[src/acr_pkg.sv]
// Package for the channel calibration register bank
package acr_pkg;

	// ----------------------------------------
	// Register indices (byte address = 4 * index)
	// ----------------------------------------
	localparam logic [4:0] ACR_IDX_CH0_OFS_HI = 5'h0A;
	localparam logic [4:0] ACR_IDX_CH0_OFS_LO = 5'h0B;
	localparam logic [4:0] ACR_IDX_CH0_GAIN_HI = 5'h0C;
	localparam logic [4:0] ACR_IDX_CH0_GAIN_LO = 5'h0D;
	localparam logic [4:0] ACR_IDX_CHAN1_CONFIG = 5'h0E;
	localparam logic [4:0] ACR_IDX_CH1_OFS_HI = 5'h0F;
	localparam logic [4:0] ACR_IDX_CH1_OFS_LO = 5'h10;
	localparam logic [4:0] ACR_IDX_CH1_GAIN_HI = 5'h11;
	localparam logic [4:0] ACR_IDX_CH1_GAIN_LO = 5'h12;
	localparam logic [4:0] ACR_IDX_GLOBAL = 5'h08;
	localparam int ACR_IDX_LSB = 2;

	// ----------------------------------------
	// Field positions
	// ----------------------------------------
	localparam int ACR_LOW_BYTE_LSB = 8;
	localparam int ACR_PHASE_LSB = 6;
	localparam int ACR_BYPASS_BIT = 2;
	localparam int ACR_SEL_LSB = 0;
	localparam int ACR_COEFF_LSB = 0;

	// ----------------------------------------
	// Reset values
	// ----------------------------------------
	localparam logic [15:0] ACR_GAIN_HI_RST = 16'h8000;
	localparam logic [15:0] ACR_ZERO_RST = 16'h0000;

	// ----------------------------------------
	// Encodings
	// ----------------------------------------
	typedef enum logic [1:0] {
		ACR_SEL_PINS = 2'h0,
		ACR_SEL_SHORT = 2'h1,
		ACR_SEL_TEST_POS = 2'h2,
		ACR_SEL_TEST_NEG = 2'h3
	} acr_sel_type;
	localparam logic [3:0] ACR_COEFF_OFF = 4'h0;
	localparam logic [3:0] ACR_COEFF_MAX = 4'hE;

	// ----------------------------------------
	// Carriers
	// ----------------------------------------
	typedef struct packed {
		logic [23:0] offset;
		logic [23:0] gain;
	} acr_trim_type;

	typedef struct packed {
		logic [9:0] phase;
		logic bypass;
		acr_sel_type sel;
		logic highpass_on;
		logic [3:0] shift;
	} acr_cfg_type;

endpackage

[src/acr_regs.sv]
// Register bank for channel 0/1 calibration and channel 1 configuration
//
// Behaviour
// - Offset trim is 24 bits: high 16 in one register, low 8 in bits 15:8 of the next, reset 0.
// - Gain trim is 24 bits: high 16 in one register, low 8 in the upper byte of the next.
// - Gain high resets to 8000h and gain low to 0, so only the top gain bit is set.
// - Config bits 15:6 hold a signed phase delay in modulator cycles, reset 0.
// - Config bit 2 bypasses the channel high-pass when set, else global coefficient rules.
// - Config bits 1:0 pick the input: pins, shorted, positive test, negative test.
// - A global 4-bit coefficient picks 1/4 to 1/32768 by powers of two, 0 disables.
//
// The AHB-Lite slave port was decided locally.
`timescale 1ns/10ps
module acr_regs
	import acr_pkg::*;
(
	// ----------------------------------------
	// Clock and reset
	// ----------------------------------------
	input wire logic sys_clk_i,
	input wire logic rst_n_i,
	// ----------------------------------------
	// AHB-Lite slave
	// ----------------------------------------
	input wire logic hsel_i,
	input wire logic [31:0] haddr_i,
	input wire logic [1:0] htrans_i,
	input wire logic hwrite_i,
	input wire logic [2:0] hsize_i,
	input wire logic [31:0] hwdata_i,
	input wire logic hready_i,
	output logic [31:0] hrdata_o,
	output logic hreadyout_o,
	output logic hresp_o,
	// ----------------------------------------
	// Datapath controls
	// ----------------------------------------
	output acr_trim_type chan0_trim_o,
	output acr_trim_type chan1_trim_o,
	output acr_cfg_type chan1_cfg_o
);

	// ----------------------------------------
	// Storage
	// ----------------------------------------
	logic [15:0] chan0_offset_high_field_r;
	logic [7:0] chan0_offset_low_field_r;
	logic [15:0] chan0_gain_high_field_r;
	logic [7:0] chan0_gain_low_field_r;
	logic [15:0] chan1_offset_high_field_r;
	logic [7:0] chan1_offset_low_field_r;
	logic [15:0] chan1_gain_high_field_r;
	logic [7:0] chan1_gain_low_field_r;
	logic [9:0] chan1_phase_delay_r;
	logic chan1_highpass_bypass_r;
	logic [1:0] chan1_input_select_r;
	logic [3:0] global_highpass_coeff_r;

	// ----------------------------------------
	// Address phase capture
	// ----------------------------------------
	logic wr_pend_r;
	logic [4:0] wr_idx_r;
	logic addr_ok;
	logic take;
	logic [4:0] a_idx;
	logic [31:0] rd_nxt;

	assign take = hsel_i && hready_i && htrans_i[1];
	assign a_idx = haddr_i[ACR_IDX_LSB +: 5];
	// Upper address bits must be clear, or the index would alias
	assign addr_ok = (haddr_i[31:ACR_IDX_LSB + 5] == '0) && (haddr_i[1:0] == 2'h0);

	always_ff @(posedge sys_clk_i or negedge rst_n_i) begin
		if (!rst_n_i) begin
			wr_pend_r <= 1'b0;
			wr_idx_r <= 5'h00;
		end else if (hready_i) begin
			wr_pend_r <= take && hwrite_i && addr_ok;
			wr_idx_r <= a_idx;
		end
	end

	// ----------------------------------------
	// Write data phase
	// ----------------------------------------
	always_ff @(posedge sys_clk_i or negedge rst_n_i) begin
		if (!rst_n_i) begin
			chan0_offset_high_field_r <= ACR_ZERO_RST;
			chan0_offset_low_field_r <= ACR_ZERO_RST[15:8];
			chan1_offset_high_field_r <= ACR_ZERO_RST;
			chan1_offset_low_field_r <= ACR_ZERO_RST[15:8];
		end else if (wr_pend_r) begin
			unique case (wr_idx_r)
				ACR_IDX_CH0_OFS_HI: chan0_offset_high_field_r <= hwdata_i[15:0];
				ACR_IDX_CH0_OFS_LO: chan0_offset_low_field_r <= hwdata_i[15:8];
				ACR_IDX_CH1_OFS_HI: chan1_offset_high_field_r <= hwdata_i[15:0];
				ACR_IDX_CH1_OFS_LO: chan1_offset_low_field_r <= hwdata_i[15:8];
				default: ;
			endcase
		end
	end

	always_ff @(posedge sys_clk_i or negedge rst_n_i) begin
		if (!rst_n_i) begin
			chan0_gain_high_field_r <= ACR_GAIN_HI_RST;
			chan0_gain_low_field_r <= ACR_ZERO_RST[15:8];
			chan1_gain_high_field_r <= ACR_GAIN_HI_RST;
			chan1_gain_low_field_r <= ACR_ZERO_RST[15:8];
		end else if (wr_pend_r) begin
			unique case (wr_idx_r)
				ACR_IDX_CH0_GAIN_HI: chan0_gain_high_field_r <= hwdata_i[15:0];
				ACR_IDX_CH0_GAIN_LO: chan0_gain_low_field_r <= hwdata_i[15:8];
				ACR_IDX_CH1_GAIN_HI: chan1_gain_high_field_r <= hwdata_i[15:0];
				ACR_IDX_CH1_GAIN_LO: chan1_gain_low_field_r <= hwdata_i[15:8];
				default: ;
			endcase
		end
	end

	always_ff @(posedge sys_clk_i or negedge rst_n_i) begin
		if (!rst_n_i) begin
			chan1_phase_delay_r <= ACR_ZERO_RST[15:6];
			chan1_highpass_bypass_r <= 1'b0;
			chan1_input_select_r <= ACR_SEL_PINS;
			global_highpass_coeff_r <= ACR_COEFF_OFF;
		end else if (wr_pend_r) begin
			if (wr_idx_r == ACR_IDX_CHAN1_CONFIG) begin
				chan1_phase_delay_r <= hwdata_i[ACR_PHASE_LSB +: 10];
				chan1_highpass_bypass_r <= hwdata_i[ACR_BYPASS_BIT];
				chan1_input_select_r <= hwdata_i[ACR_SEL_LSB +: 2];
			end
			if (wr_idx_r == ACR_IDX_GLOBAL) begin
				global_highpass_coeff_r <= hwdata_i[ACR_COEFF_LSB +: 4];
			end
		end
	end

	// ----------------------------------------
	// Read data, registered at the address phase
	// ----------------------------------------
	always_comb begin
		rd_nxt = 32'h0000_0000;
		unique case (a_idx)
			ACR_IDX_CH0_OFS_HI: rd_nxt[15:0] = chan0_offset_high_field_r;
			ACR_IDX_CH0_OFS_LO: rd_nxt[15:8] = chan0_offset_low_field_r;
			ACR_IDX_CH0_GAIN_HI: rd_nxt[15:0] = chan0_gain_high_field_r;
			ACR_IDX_CH0_GAIN_LO: rd_nxt[15:8] = chan0_gain_low_field_r;
			ACR_IDX_CHAN1_CONFIG: begin
				rd_nxt[15:6] = chan1_phase_delay_r;
				rd_nxt[ACR_BYPASS_BIT] = chan1_highpass_bypass_r;
				rd_nxt[1:0] = chan1_input_select_r;
			end
			ACR_IDX_CH1_OFS_HI: rd_nxt[15:0] = chan1_offset_high_field_r;
			ACR_IDX_CH1_OFS_LO: rd_nxt[15:8] = chan1_offset_low_field_r;
			ACR_IDX_CH1_GAIN_HI: rd_nxt[15:0] = chan1_gain_high_field_r;
			ACR_IDX_CH1_GAIN_LO: rd_nxt[15:8] = chan1_gain_low_field_r;
			ACR_IDX_GLOBAL: rd_nxt[3:0] = global_highpass_coeff_r;
			default: rd_nxt = 32'h0000_0000;
		endcase
		if (!addr_ok) begin
			rd_nxt = 32'h0000_0000;
		end
	end

	always_ff @(posedge sys_clk_i or negedge rst_n_i) begin
		if (!rst_n_i) begin
			hrdata_o <= 32'h0000_0000;
		end else if (take && !hwrite_i) begin
			hrdata_o <= rd_nxt;
		end
	end

	// Zero wait states; unmapped words read zero and ignore writes
	assign hreadyout_o = 1'b1;
	assign hresp_o = 1'b0;

	// ----------------------------------------
	// Datapath outputs
	// ----------------------------------------
	assign chan0_trim_o.offset = {chan0_offset_high_field_r, chan0_offset_low_field_r};
	assign chan0_trim_o.gain = {chan0_gain_high_field_r, chan0_gain_low_field_r};
	assign chan1_trim_o.offset = {chan1_offset_high_field_r, chan1_offset_low_field_r};
	assign chan1_trim_o.gain = {chan1_gain_high_field_r, chan1_gain_low_field_r};
	assign chan1_cfg_o.phase = chan1_phase_delay_r;
	assign chan1_cfg_o.bypass = chan1_highpass_bypass_r;
	assign chan1_cfg_o.sel = acr_sel_type'(chan1_input_select_r);
	// Bypass overrides the global setting; code above 1/32768 is treated as off
	assign chan1_cfg_o.highpass_on = !chan1_highpass_bypass_r
		&& (global_highpass_coeff_r != ACR_COEFF_OFF)
		&& (global_highpass_coeff_r <= ACR_COEFF_MAX);
	// Coefficient is 2^-(code+1)
	assign chan1_cfg_o.shift = global_highpass_coeff_r + 4'h1;

endmodule

[config.mk]
export PLATFORM = sky130hd
export DESIGN_NAME = acr_regs
export DESIGN_NICKNAME = d
export VERILOG_FILES = /design/src/acr_pkg.sv /design/src/acr_regs.sv
export SDC_FILE = /design/constraint.sdc
export NUM_CORES = 1
export LEC_CHECK = 0
export ABC_AREA = 1
export BUFFER_PORTS_ARGS = -buffer_cell sky130_fd_sc_hd__buf_2
export CAP_MARGIN = 20
export CORE_ASPECT_RATIO = 1.1
export CORE_MARGIN = 8
export CORE_UTILIZATION = 35
export CTS_CLUSTER_SIZE = 20
export DETAILED_ROUTE_END_ITERATION = 10
export HOLD_SLACK_MARGIN = 0.03
export SLEW_MARGIN = 30
export SYNTH_ARGS = -nofsm -noshare
export SYNTH_HDL_FRONTEND = slang
export SYNTH_SLANG_ARGS = --single-unit
export TNS_END_PERCENT = 20
[constraint.sdc]
create_clock -name sys_clk_i -period 4.5 [get_ports sys_clk_i]
set_input_delay 0.225 -clock sys_clk_i [delete_from_list [all_inputs] [get_ports sys_clk_i]]
set_output_delay 0.225 -clock sys_clk_i [all_outputs]
set_load 0.05 [all_outputs]
* After elaboration in Yosys (flattened, before gate mapping)
Index checks and enable logic that the tools add are counted.
** Word-level totals
- Register bits after elaboration :: 151
- Bits in latches :: 0
- Bits in writable memories :: 0
- ROM bits :: 0
- Input port bits :: 74
- Output and inout port bits :: 148
- Memories :: 0
** Operators by class
- $add $sub $neg :: 1
- Multipliers :: 0
- Div/mod/pow operators :: 0
- Order comparisons :: 1
- Equal/unequal tests :: 20
- Shifts and indexed selects :: 0
- Muxes and demuxes :: 6
- Bitwise operators :: 0
- Reduce and logical (&&, ||, !) cells :: 23
** Operators by type and width (count)
- 8-bit case mux with 9 select lines :: 1
- 5-bit by 4-bit equality test with 1-bit output, second input constant :: 14
- 5-bit equality test, second input constant :: 6
- 25-bit zero test :: 1
- 2-bit AND reduction :: 10
- 3-bit case mux with 6 select lines :: 1
- 16-bit two-way mux :: 1
- 2-bit case mux with 5 select lines :: 1
- 1-bit logical AND :: 8
- 2-bit case mux with 4 select lines :: 1
- 1-bit case mux with 5 select lines :: 1
- 4-bit by 1-bit adder with 4-bit output, second input constant :: 1
- 4-bit less-or-equal comparator, second input constant :: 1
- 4-bit nonzero test :: 1
- 1-bit zero test :: 2
- 2-bit zero test :: 1

* Logic depth before layout (Yosys ltp)
- Depth in word-level cells :: 4
- Depth in mapped cells :: 10
- Depth with buffers taken out :: 9

* Worst setup path after synthesis
Ideal clock, no wire load.
- Path type :: reg2out
- Start point :: register global_highpass_coeff_r[0]
- End point :: output chan1_cfg_o[4] (netlist name)
- Arrival time :: 2.263 ns
- Required time :: 4.275 ns
- Setup slack :: 2.012 ns
- Stages on the path, launching flop included :: 5
- Path through :: dfrtp_1 > inv_1 > ha_1 > nor2_1 > a221oi_1
** RTL lines
- from (decl) :: RTL line acr_regs.sv:57 : logic [3:0] global_highpass_coeff_r;
- from (signal assigned) :: RTL line acr_regs.sv:134 : global_highpass_coeff_r <= hwdata_i[ACR_COEFF_LSB +: 4];
- to (decl) :: RTL line acr_regs.sv:40 : output acr_cfg_type chan1_cfg_o

==> impl_results.md <==
* Status: complete, no violations
* WP data arrival at 1.72 ns
* Worst min path class: in -> reg
* Crit-path leading delay family: buffers and inverters
* Full die area at 0.0235 mm^2
* Placed standard-cell area at 0.00759 mm^2
* Worst slew margin at 38.9%
* Worst setup EP type: primary output
* Post-route DRC at 0
* Total power at 3.06 mW
* RSZ-0062 raised after global routing: false
* Avg Cell Area, Syn at 8.16 um^2
* Grt total ovfl at 0
* Maxcap violations at 0
* Synth Flop Type: dfrtp_1
* Gp weighted congestion at 0.855
* Cell Chain, Critical Path: inv_1, ha_1, a221oi_1, buf_2
* Final setup vio count at 0
* IO Count at 222
* Worst vdd ir at 260 uV
* Max Root-Sink Buffers at 2
* Fin. max-slew vios at 0
* Yosys warnings at 0
* CTS buffer count at 17
* Mapped cell area at 0.00659 mm^2
* TritonCTS clock tree: built
* Setup TNS at 0 ns
* Port Buf Inserts at 183
* Maximum clock skew at final layout at 0.00664 ns
* Drt pass-1 iters at 4
* Via density at 4.80
* Std cell rows at 52
* Highest Clock Rate at 0.514 GHz
* DP Wirelength at 16,300 um
* Final WL at 21,800 um
* Starting DRT DRC Count at 308
* First-pass GRT wire length at 33,800 um
* Starting density of the core at 35.8%
* Worst-Margin Slew at 0.916 ns
* GRT Total Usage at 18.7%
* Reg clk slew, reported paths at 0.06 ns
* Pwr dens at 373 mW/mm^2
* Path type of the worst setup path: reg -> out
* Largest stage delay, worst path at 0.41 ns
* Routed vias at 5,954
* Critical Path Start Type: register
* Syn Inst Count at 807
* Root Driver: clkbuf_16
* EDFF count, synth at 0
* Final Util at 44.5%
* Layout cells sized above 1 at 27.6%
* R2r setup slk at 2.67 ns
* CP max FO at 4
* Period utilisation layout at 43.2%
* Clk_lat worst skew at 0.42 ns
* Die W at 147 um
* Footprint of the multi-input gates at 0.00271 mm^2
* Synth unique cells at 31
* Final std cells w/o fill at 1,240
* Core Area at 0.0184 mm^2
* Area Overhead vs Synth at 24.5%
* Final Cell Area at 0.00820 mm^2
* Routed Antenna Nets at 0
* Die Y at 160 um
* Register bit total from synthesis at 135
* Post-synthesis sequential area ratio at 51.3%
* H-tree depth at 4
* Post-Place Cells at 1,208
* Nets at 1,062
* Clock sinks at 135
* CP max-delay cell: dfrtp_1
* Routed len/inst at 17.5 um
* Fraction of registers with async set/reset at 100%
* Final hold violation count at 0
* # diodes at 0
* Initial antenna violation count at 0
* Sequential Area at 0.00338 mm^2
* Min cycle time layout at 1.94 ns
* WP data required at 4.28 ns
* Fill cells at 1,909
* CP Buf/Inv Count at 2
* Pin count of the biggest net entering global routing at 91
* P_leak at 4.38 nW
* Vias in the first global route at 5,980
==> cells in the final DEF, fill, tap and decap left out, drive strengths merged <==
master | netlist | routed
nor3b | 4 | 4
nand3b | 1 | 1
conb | 2 | 18
buf | 31 | 187
xor2 | 2 | 2
a221oi | 1 | 1
o21ai | 120 | 120
inv | 60 | 61
clkbuf | 14 | 19
clkinvlp | 0 | 2
ha | 3 | 3
and2 | 1 | 1
nand4 | 20 | 20
dfrtp | 133 | 133
dfstp | 2 | 2
o22ai | 1 | 1
nor4 | 3 | 3
nand3 | 37 | 37
clkinv | 5 | 11
bufinv | 0 | 3
nand2 | 301 | 301
dlygate4sd3 | 0 | 1
nor2 | 63 | 63
a21oi | 3 | 3
==> cell usage after synthesis, drive strengths merged, types with 4 or more instances <==
cell type,n,area share [%]
clkinv,5,0.28
dfrtp,133,51
buf,31,3.9
nand3,37,2.9
nand2,301,18
nor2,63,3.7
nand4,20,1.9
inv,60,3.4
o21ai,120,11
nor3b,4,0.46
clkbuf,14,0.80
==> layer usage <==
| layer | part of all wire [%] | wire (um) | vias to the layer above | track usage, % |
|---|---|---|---|---|
| li1 | - | - | 2919 | - |
| met4 | 2.7 | 593 | 0 | 7.45 |
| met5 | 0 | 0 | - | 0 |
| met1 | 43 | 9320 | 2751 | 23.4 |
| met2 | 47 | 10200 | 248 | 29.9 |
| met3 | 7.6 | 1660 | 36 | 5.14 |
==> flip-flops by register name (all words and copies together) (netlist names) <==
register	count
chan1_gain_high_field_r	16
global_highpass_coeff_r	4
wr_idx_r	5
chan0_gain_high_field_r	16
wr_pend_r	1
chan0_gain_low_field_r	8
chan0_offset_low_field_r	8
chan1_gain_low_field_r	8
hrdata_o	16
chan1_phase_delay_r	10
chan1_input_select_r	2
chan0_offset_high_field_r	16
chan1_offset_low_field_r	8
chan1_offset_high_field_r	16
chan1_highpass_bypass_r	1
==> logic make-up (layout without fill, tap and decap cells) <==
kind of cell / count (synthesis) / in the layout / synth area share, %
AOI/OAI and AO/OA: 125 / 125 / 11.7
xor gates and xnor gates: 2 / 2 / 0.266
adders and majority gates: 3 / 3 / 0.570
buffers and inverters: 110 / 284 / 8.43
DFF: 135 / 135 / 51.3
other: 2 / 18 / 0.114
and+or+nand+nor: 430 / 430 / 27.6
==> stage by stage <==
| stage | hold slack, ns | setup slack, ns |
|---|---|---|
| finish | 0.0867 | 2.56 |
| global route | 0.113 | 2.41 |
| CTS | 0.0767 | 2.52 |
| detailed placement | 0.367 | 2.17 |
| global placement | 0.365 | 2.16 |
| floorplan | -0.0706 | 2.01 |
==> report_power, final <==
part / total [mW] / switching, mW / internal, mW
sequential: 1.28 / 0.0312 / 1.25
combinational: 0.362 / 0.285 / 0.0771
clock: 1.42 / 0.535 / 0.881
total: 3.06 / 0.851 / 2.21
==> repair_timing <==
action	in CTS	in global routing
setup buffers	0	0
hold buffers	1	0
gates resized for setup	0	0
endpoints found under the hold margin	87	0
setup endpoints to repair	0	0
==> final cells by class <==
cell class / count / area share, %
Timing Repair Buffer: 188 / 11.7
Inverter: 65 / 2.98
Multi-Input combinational cell: 578 / 33.1
Clock inverter: 12 / 1.85
Tap cell: 243 / 3.71
Clock buffer: 19 / 5.40
Sequential cell: 135 / 41.2
==> worst reg2reg max path, stage by stage (launching register included) <==
cell	delay, ns
dfrtp_1	0.43
nor4_4	0.60
nand2_4	0.42
nand2_1	0.19
o21ai_2	0.07
==> final timing paths <==
check | start | end | depth (start not counted)
min in group asynchronous | rst_n_i | chan0_offset_high_field_r[5]$_DFFE_PN0P_ | 2
worst min register to register | hrdata_o[5]$_DFFE_PN0P_ | hrdata_o[5]$_DFFE_PN0P_ | 2
worst max-delay path | global_highpass_coeff_r[0]$_DFFE_PN0P_ | chan1_cfg_o[4] | 4
max in group asynchronous | rst_n_i | global_highpass_coeff_r[0]$_DFFE_PN0P_ | 3
worst min-delay path | haddr_i[3] | wr_idx_r[1]$_DFFE_PN0P_ | 3
worst max register to register | wr_idx_r[4]$_DFFE_PN0P_ | chan1_input_select_r[1]$_DFFE_PN0P_ | 4
(Power assumes the default switching activity.)
